--- src/rtl/ebs_pkg.sv ---
// shared constants and types for the external bus strobe interface
package ebs_pkg;

	localparam int          EBS_ADDR_W    = 24;             // internal address width
	localparam int          EBS_DATA_W    = 16;             // external data bus width
	localparam int          EBS_MA_W      = 13;             // dram multiplexed address lines
	localparam int          EBS_HIGH_W    = 8;              // high-order address byte width
	localparam int          EBS_HIGH_LSB  = 16;             // first bit of the high-order byte
	localparam int          EBS_ROW_LSB   = 9;              // row address starts at this address bit
	localparam int          EBS_COL_LSB   = 1;              // column address starts at this address bit
	localparam int          EBS_COL_W     = 9;              // column address width
	localparam logic [3:0]  EBS_DIV8_HALF = 4'h3;           // last count of a divide-by-8 half period
	localparam logic [3:0]  EBS_DIV32_HALF = 4'hf;          // last count of a divide-by-32 half period
	localparam logic [1:0]  EBS_CLK_DIV8  = 2'h0;           // clock output: main oscillator / 8
	localparam logic [1:0]  EBS_CLK_DIV32 = 2'h1;           // clock output: main oscillator / 32
	localparam logic [1:0]  EBS_CLK_SUB   = 2'h2;           // clock output: sub oscillator rate
	localparam logic        EBS_STYLE_SPLIT  = 1'b0;        // low/high byte write strobes
	localparam logic        EBS_STYLE_SINGLE = 1'b1;        // one write strobe plus high byte enable

	// bus sequencer states
	typedef enum logic [2:0] {
		EBS_IDLE,
		EBS_ADDR,
		EBS_STRB,
		EBS_ROW,
		EBS_COL,
		EBS_HOLD
	} ebs_state_t;

	// one access request from the core
	typedef struct packed {
		logic [EBS_ADDR_W-1:0] addr;    // byte address
		logic [EBS_DATA_W-1:0] wdata;   // write data, bytes in their lanes
		logic                  write;   // 1 write, 0 read
		logic                  word;    // 16-bit access from an even address
		logic                  dram;    // access falls in the dram region
		logic [1:0]            space;   // which chip select to assert
	} ebs_req_t;

	// strobe pins, all low active except the latch strobe
	typedef struct packed {
		logic rd_n;
		logic wrl_n;      // low byte write, or the single write strobe
		logic wrh_n;      // high byte write, or the high byte enable
		logic ale;
		logic ras_n;
		logic cas_even_n;
		logic cas_odd_n;
		logic dw_n;
	} ebs_strb_t;

	localparam ebs_strb_t EBS_STRB_IDLE = '{1'b1, 1'b1, 1'b1, 1'b0, 1'b1, 1'b1, 1'b1, 1'b1};

	// whole state of the bus sequencer
	typedef struct packed {
		ebs_state_t            state;
		ebs_req_t              req;
		ebs_strb_t             strb;
		logic [3:0]            cs_n;
		logic [EBS_DATA_W-1:0] ad_o;
		logic                  ad_oe;
		logic [EBS_MA_W-1:0]   ma;
		logic [EBS_DATA_W-1:0] rdata;
		logic                  done;
		logic                  grant_n;
		logic                  bclk;
	} ebs_st_t;

	// state of the clock output divider
	typedef struct packed {
		logic [3:0] cnt;
		logic       div_out;
		logic       sub_q;
	} ebs_div_t;

endpackage

--- src/rtl/ebs_clkout.sv ---
// clock output pin: main clock divided by 8 or 32, or the sub oscillator rate
`timescale 1ns/1ps
module ebs_clkout
	import ebs_pkg::*;
(
	input  wire logic       clk,
	input  wire logic       rst_n,
	input  wire logic       ce,
	input  wire logic [1:0] sel,
	input  wire logic       sub_in,
	output logic            clk_o
);

	ebs_div_t q;   // registered state
	ebs_div_t d;   // next state

	// divider counts half periods and toggles; sub clock is retimed once
	always_comb begin
		logic [3:0] last;
		last = (sel == EBS_CLK_DIV32) ? EBS_DIV32_HALF : EBS_DIV8_HALF;
		d = q;
		d.sub_q = sub_in;
		if (q.cnt >= last) begin
			// half period done
			d.cnt     = 4'h0;
			d.div_out = ~q.div_out;
		end else begin
			d.cnt = q.cnt + 4'h1;
		end
	end

	// state register, frozen while ce is low
	always_ff @(posedge clk or negedge rst_n) begin
		if (!rst_n) begin
			q <= '0;
		end else if (ce) begin
			q <= d;
		end
	end

	// pick the source for the pin
	assign clk_o = (sel == EBS_CLK_SUB) ? q.sub_q : q.div_out;

endmodule // ebs_clkout

--- src/rtl/ebs_bus.sv ---
// external bus sequencer: address, chip selects, strobes, dram timing, hold and wait
`timescale 1ns/1ps
module ebs_bus
	import ebs_pkg::*;
(
	input  wire logic                  clk,
	input  wire logic                  rst_n,
	input  wire logic                  ce,
	input  wire logic                  strobe_style,
	input  wire logic                  bus_mux,
	input  wire logic [1:0]            clk_out_sel,
	input  wire logic                  sub_oscillator_input,
	input  wire logic                  req_valid,
	input  wire ebs_req_t              req,
	output logic                       req_ready,
	output logic                       rsp_done,
	output logic [EBS_DATA_W-1:0]      rsp_rdata,
	input  wire logic                  hold_req_n,
	output logic                       bus_release_grant_n,
	input  wire logic                  rdy,
	output logic [EBS_DATA_W-1:0]      addr_low,
	output logic [EBS_HIGH_W-2:0]      addr_high,
	output logic                       inverted_top_address,
	output logic [3:0]                 space_select_lines_n,
	output logic [EBS_MA_W-1:0]        dram_mux_address,
	input  wire logic [EBS_DATA_W-1:0] ad_i,
	output logic [EBS_DATA_W-1:0]      ad_o,
	output logic                       ad_oe,
	output logic                       rd_n,
	output logic                       write_strobe_low_byte_n,
	output logic                       write_strobe_high_byte_n,
	output logic                       ale,
	output logic                       ras_n,
	output logic                       column_strobe_even_n,
	output logic                       column_strobe_odd_n,
	output logic                       dram_write_select_n,
	output logic                       bclk,
	output logic                       clock_output_pin
);

	ebs_st_t q;   // registered state
	ebs_st_t d;   // next state

	// read and write strobes for a normal access in the chosen style
	function automatic ebs_strb_t cpu_strobes(ebs_req_t r, logic style);
		ebs_strb_t s;
		logic      odd_lane;
		logic      even_lane;
		s         = EBS_STRB_IDLE;
		odd_lane  = r.word | r.addr[0];
		even_lane = r.word | ~r.addr[0];
		s.rd_n    = r.write;
		if (style == EBS_STYLE_SPLIT) begin
			s.wrl_n = ~(r.write & even_lane);
			s.wrh_n = ~(r.write & odd_lane);
		end else begin
			s.wrl_n = ~r.write;
			s.wrh_n = ~odd_lane;
		end
		return s;
	endfunction

	// one-hot low chip select from the space number
	function automatic logic [3:0] space_decode(logic [1:0] sp);
		logic [3:0] v;
		v     = 4'hf;
		v[sp] = 1'b0;
		return v;
	endfunction

	// row and column halves of a dram address
	function automatic logic [EBS_MA_W-1:0] dram_row(logic [EBS_ADDR_W-1:0] a);
		return a[EBS_ROW_LSB +: EBS_MA_W];
	endfunction

	function automatic logic [EBS_MA_W-1:0] dram_col(logic [EBS_ADDR_W-1:0] a);
		return {{(EBS_MA_W-EBS_COL_W){1'b0}}, a[EBS_COL_LSB +: EBS_COL_W]};
	endfunction

	// next-state logic of the sequencer
	always_comb begin
		d      = q;
		d.done = 1'b0;
		d.strb = EBS_STRB_IDLE;
		d.bclk = ~q.bclk;
		case (q.state)
			EBS_IDLE: begin
				if (!hold_req_n) begin
					// hold wins over a pending request
					d.state   = EBS_HOLD;
					d.grant_n = 1'b0;
					d.ad_oe   = 1'b0;
				end else if (req_valid) begin
					d.req  = req;
					d.cs_n = space_decode(req.space);
					if (req.dram) begin
						// row address goes out with the row strobe first
						d.state      = EBS_ROW;
						d.ma         = dram_row(req.addr);
						d.strb.ras_n = 1'b0;
						d.ad_oe      = 1'b0;
					end else begin
						// address phase with the latch strobe
						d.state    = EBS_ADDR;
						d.strb.ale = 1'b1;
						d.ad_o     = req.addr[EBS_DATA_W-1:0];
						d.ad_oe    = bus_mux;
					end
				end
			end
			EBS_ADDR: begin
				// data phase: lines carry write data or are released for read
				d.state = EBS_STRB;
				d.strb  = cpu_strobes(q.req, strobe_style);
				d.ad_o  = q.req.wdata;
				d.ad_oe = q.req.write;
			end
			EBS_ROW: begin
				// column after row, row strobe kept low
				d.state      = EBS_COL;
				d.ma         = dram_col(q.req.addr);
				d.strb.ras_n = 1'b0;
				d.strb.rd_n  = q.req.write;
				d.strb.dw_n  = ~q.req.write;
				d.strb.cas_even_n = ~(q.req.word | ~q.req.addr[0]);
				d.strb.cas_odd_n  = ~(q.req.word | q.req.addr[0]);
				d.ad_o  = q.req.wdata;
				d.ad_oe = q.req.write;
			end
			EBS_STRB, EBS_COL: begin
				if (rdy) begin
					// cycle ends, read data taken as the strobes rise
					d.state = EBS_IDLE;
					d.done  = 1'b1;
					d.rdata = q.req.write ? q.rdata : ad_i;
					d.ad_oe = 1'b0;
					d.cs_n  = 4'hf;
				end else begin
					// wait state: every strobe holds
					d.strb = q.strb;
				end
			end
			EBS_HOLD: begin
				if (hold_req_n) begin
					d.state   = EBS_IDLE;
					d.grant_n = 1'b1;
				end else begin
					d.grant_n = 1'b0;
				end
			end
			default: begin
				d.state   = EBS_IDLE;
				d.cs_n    = 4'hf;
				d.ad_oe   = 1'b0;
				d.grant_n = 1'b1;
			end
		endcase
	end

	// state register, frozen while ce is low
	always_ff @(posedge clk or negedge rst_n) begin
		if (!rst_n) begin
			q         <= '0;
			q.state   <= EBS_IDLE;
			q.strb    <= EBS_STRB_IDLE;
			q.cs_n    <= 4'hf;
			q.grant_n <= 1'b1;
		end else if (ce) begin
			q <= d;
		end
	end

	// clock output divider
	ebs_clkout u_clkout (
		.clk    (clk),
		.rst_n  (rst_n),
		.ce     (ce),
		.sel    (clk_out_sel),
		.sub_in (sub_oscillator_input),
		.clk_o  (clock_output_pin)
	);

	// pins from the state register; req_ready is also gated by hold_req_n
	assign req_ready                = (q.state == EBS_IDLE) && hold_req_n;
	assign rsp_done                 = q.done;
	assign rsp_rdata                = q.rdata;
	assign bus_release_grant_n      = q.grant_n;
	assign addr_low                 = q.req.addr[EBS_DATA_W-1:0];
	assign addr_high                = q.req.addr[EBS_HIGH_LSB +: EBS_HIGH_W-1];
	assign inverted_top_address     = ~q.req.addr[EBS_ADDR_W-1];
	assign space_select_lines_n     = q.cs_n;
	assign dram_mux_address         = q.ma;
	assign ad_o                     = q.ad_o;
	assign ad_oe                    = q.ad_oe;
	assign rd_n                     = q.strb.rd_n;
	assign write_strobe_low_byte_n  = q.strb.wrl_n;
	assign write_strobe_high_byte_n = q.strb.wrh_n;
	assign ale                      = q.strb.ale;
	assign ras_n                    = q.strb.ras_n;
	assign column_strobe_even_n     = q.strb.cas_even_n;
	assign column_strobe_odd_n      = q.strb.cas_odd_n;
	assign dram_write_select_n      = q.strb.dw_n;
	assign bclk                     = q.bclk;

endmodule // ebs_bus

--- config.mk ---
export PLATFORM = sky130hd
export DESIGN_NAME = ebs_bus
export DESIGN_NICKNAME = d
export VERILOG_FILES = /design/src/rtl/ebs_pkg.sv /design/src/rtl/ebs_clkout.sv /design/src/rtl/ebs_bus.sv
export SDC_FILE = /design/constraint.sdc
export NUM_CORES = 1
export LEC_CHECK = 0
export ABC_AREA = 1
export BUFFER_PORTS_ARGS = -buffer_cell sky130_fd_sc_hd__buf_2
export CAP_MARGIN = 25
export CORE_AREA = 2 2 130 132
export CTS_CLUSTER_SIZE = 14
export DETAILED_ROUTE_END_ITERATION = 7
export DIE_AREA = 0 0 132 134
export GPL_TIMING_DRIVEN = 0
export PLACE_DENSITY = 0.61
export SLEW_MARGIN = 20
export SYNTH_ARGS = -nofsm -noshare
export SYNTH_HDL_FRONTEND = slang
export SYNTH_SLANG_ARGS = --single-unit
--- constraint.sdc ---
create_clock -name clk -period 1.4 [get_ports clk]
set_input_delay 0.07 -clock clk [delete_from_list [all_inputs] [get_ports clk]]
set_output_delay 0.07 -clock clk [all_outputs]
set_load 0.01 [all_outputs]
==> impl_metrics.ini <==
[setup_path]
arrival_ns = 1.83
end_kind = flip-flop
r2r-end = q[78]
reg2reg_from = q[108]
required_ns = 1.68
critPathMaxFanout = 5
cp_common_cell = buf_8
critPathKind = reg -> reg
slowest_stage = dfrtp_2
cp_cell_sequence = nor2_4 -> nand2_4 -> buf_8 -> nor3_4 -> buf_6 -> buf_8 -> buf_8 -> nand2_1 -> o21ai_1
crit_buf_inv = 4
worst-r2r-setup-slack_ns = -0.15
slowest_delay_ns = 0.45
ff2ff_path_depth = 9
cp-start-kind = flip-flop
path_delay_family = buffers and inverters

[placement]
dp.cells = 1051
routabilityCongestion = 0.8854
dp_slack_ns = -0.3394
hpwl_um = 11020
io_buffers = 158

[floorplan]
num_rows = 47
core_region_area_um2 = 16290
dieArea_um2 = 17690
die_w_um = 132
ios = 159
die_h_um = 134
start_util_pct = 34.26

[final_layout]
nFillCells = 1558
nets = 1013
fin_cells = 1163
area_delta_synth_final_pct = 51.28
num_antenna_cells = 0
drive_gt1_share_pct = 44.33

[detailed_routing]
wl_per_cell_um = 14.17
first_iter_violations = 266
drt_pre_antenna_iters = 4
vias = 5184
remaining_drc_errors = 0
drtAntennaViolNets = 0
routed_wl_um = 16480
viasPerCell = 4.457

[worst_hold_path]
holdCritStartpoint = req[2]
holdPathEnd = ale
whs_path_depth = 3
hp-class = in -> reg

[clock_network]
tritoncts.num_buffers = 9
worstSkewPairLatency_ns = 0.36
clockBufferDepth = 2
cts_root_buffer = clkbuf_16
cts_sinks = 112
path_clk_slew_ns = 0.08
tritoncts = done
cts_max_level = 3

[synthesis]
ys_ff_latch = 112
ys_top_cells_by_area = dfrtp_1 45%, nand2_1 13%, buf_4 10%, o21ai_0 8.3%, dfstp_2 5.7%
synthXorXnorAreaFrac_pct = 0.3139
yosysWarnings = 0
syn_area_um2 = 5580
synth_fa_ha_area_share_pct = 0.6726
avgSynthCellArea_um2 = 8.304
synth.distinct_cells = 31
synth_area_leader_cell = dfrtp_1
ys_seq_area_share_pct = 50.49
synth_top_area_share_pct = 44.84
synthMuxAreaShare_pct = 0.1794
synth_nets = 747
yosys.area_share.simple_pct = 17.85
synth_top_family_by_area = buffers and inverters
synth_compound_gate_area_share_pct = 12.58
synth_cells = 672

[sta]
timing.hold.ws_ns = 0.04659
maxSlewHeadroom_pct = 66.76
grt_setup_unrepaired = true
max_freq_mhz = 646.0
setup_viol = 95
finalClockSkew_ns = 0.01128
worst_pin_slew_ns = 0.4986
tns_ns = -9.265
post-route-period-util_pct = 110.6
setup_slack_ns = -0.1479
period_minus_slack_ns = 1.548
hold_violations = 0
slew_viol_final = 0

[run_status]
status = finished, violations left
violations = negative setup slack

[global_route]
antenna_found_initial = 0
grt_pass1_wl_um = 26440
grt_pass1_vias = 5267
grt.overflow.total = 0
grt_max_degree = 75
grt.total_usage_pct = 18.87

[run]
drv_cap = 0

[power_and_ir_drop]
cellPowerDensity_nw_per_um2 = 1949
irDropWorstVdd_mv = 0.8118
power.total_mw = 16.45
power.static_leakage_nw = 4.470
[worst max-delay path by stage]
stage	start	endpoint	slack (ns)	depth (start not counted)
6_report	q[108]	q[78]	-0.15	9
4_1_cts	q[107]	q[78]	-0.15	9
3_5_place_dp	q[108]	addr_low[1]	-0.34	6
5_1_grt	q[108]	q[75]	-0.23	9
3_3_place_gp	rst_n	q[107]	-1.43	1
2_1_floorplan	q[108]	q[107]	-0.02	7
[final cells by class]
| type | count | area [µm²] | area share [%] |
|---|---|---|---|
| inverters | 78 | 292.8 | 3.468 |
| repair buffers | 255 | 1836 | 21.74 |
| flip-flops and latches | 112 | 2820 | 33.41 |
| clock buffers | 10 | 229.0 | 2.712 |
| clock inverters | 6 | 36.28 | 0.4298 |
| multi-input cells | 383 | 2111 | 25.00 |
| plain buffers | 99 | 842.1 | 9.975 |
| well taps | 220 | 275.3 | 3.261 |
[cells in the final DEF, fill, tap and decap left out, drive strengths merged]
cell,synthesis,layout
dfstp,12,12
a31oi,2,2
a21oi,7,7
clkbuf,7,18
inv,78,79
dlygate4sd3,0,62
nand2,196,196
nand4,4,4
buf,92,284
nor2,14,14
o21bai,5,5
nor3,1,1
nand3,25,25
nand3b,1,1
clkinv,0,4
or2,2,2
clkinvlp,0,1
xor2,2,2
o21ai,117,117
mux2i,1,1
o31ai,1,1
dfrtp,100,100
ha,3,3
o22ai,2,2
[tightest hold or removal path: cells and delay by family]
kind	cells	cell delay [ns]
buffers and inverters	1	0.13
AO/OA/AOI/OAI	1	0.05
AND/OR/NAND/NOR	1	0.12
[routing by layer]
layer / part of all wire [%] / wire, µm / global-route usage (%)
met1: 45 / 7446 / 25.08
met2: 48 / 7959 / 31.80
met3: 5.1 / 837 / 3.137
met4: 1.4 / 235 / 5.495
met5: 0 / 0 / 0
[repair_timing]
item,in CTS,in global routing
cloned,7,1
pin swaps,8,9
setup endpoints to repair,105,108
resized for setup,137,86
hold buffers,62,0
buffers inserted,24,2
endpoints found under the hold margin,102,0
[Yosys cell counts]
master    count
nand2_1     194
dfrtp_1     100
o21ai_0      92
buf_4        76
inv_1        76
nand3_1      25
o21ai_1      22
dfstp_2      12
nor2_1       12
buf_2        10
a21oi_1       7
clkbuf_1      7
buf_6         5
o21bai_1      5
ha_1          3
nand4_1       3
o21ai_2       3
a31oi_1       2
inv_2         2
nand2_2       2
o22ai_1       2
or2_2         2
xor2_1        2
buf_1         1
mux2i_1       1
nand3b_1      1
nand4_2       1
nor2_2        1
nor2_4        1
nor3_4        1
o31ai_1       1
[state kept, by name (all words and copies together), names as in the netlist, 4 cells and up]
name / flops
dram_mux_address: 13
addr_high: 7
addr_low: 16
q: 22
ad_o: 16
rsp_rdata: 16
u_clkout.q: 6
space_select_lines_n: 4
[power breakdown]
part | total (mW) | switching [mW] | internal [mW]
Sequential | 5.67 | 0.817 | 4.85
Combinational | 8.36 | 4.11 | 4.25
Clock | 2.42 | 1.22 | 1.20
Total | 16.5 | 6.14 | 10.3
[logic make-up (layout without fill, tap and decap cells)]
| family | Yosys count | in the layout |
|---|---|---|
| buf+inv | 177 | 448 |
| mux | 1 | 1 |
| compound gates | 134 | 134 |
| xor+xnor | 2 | 2 |
| simple gates | 243 | 243 |
| fa+ha+maj | 3 | 3 |
| flops | 112 | 112 |
[per-stage QoR]
stage          utilization, %  instance area (µm²)
2_1_floorplan               -                 5590
3_3_place_gp            40.86                 6656
3_5_place_dp            41.07                 6690
4_1_cts                 50.26                 8187
5_1_grt                 51.82                 8442
6_report                51.82                 8442
Power figures use the tool's default switching activity.
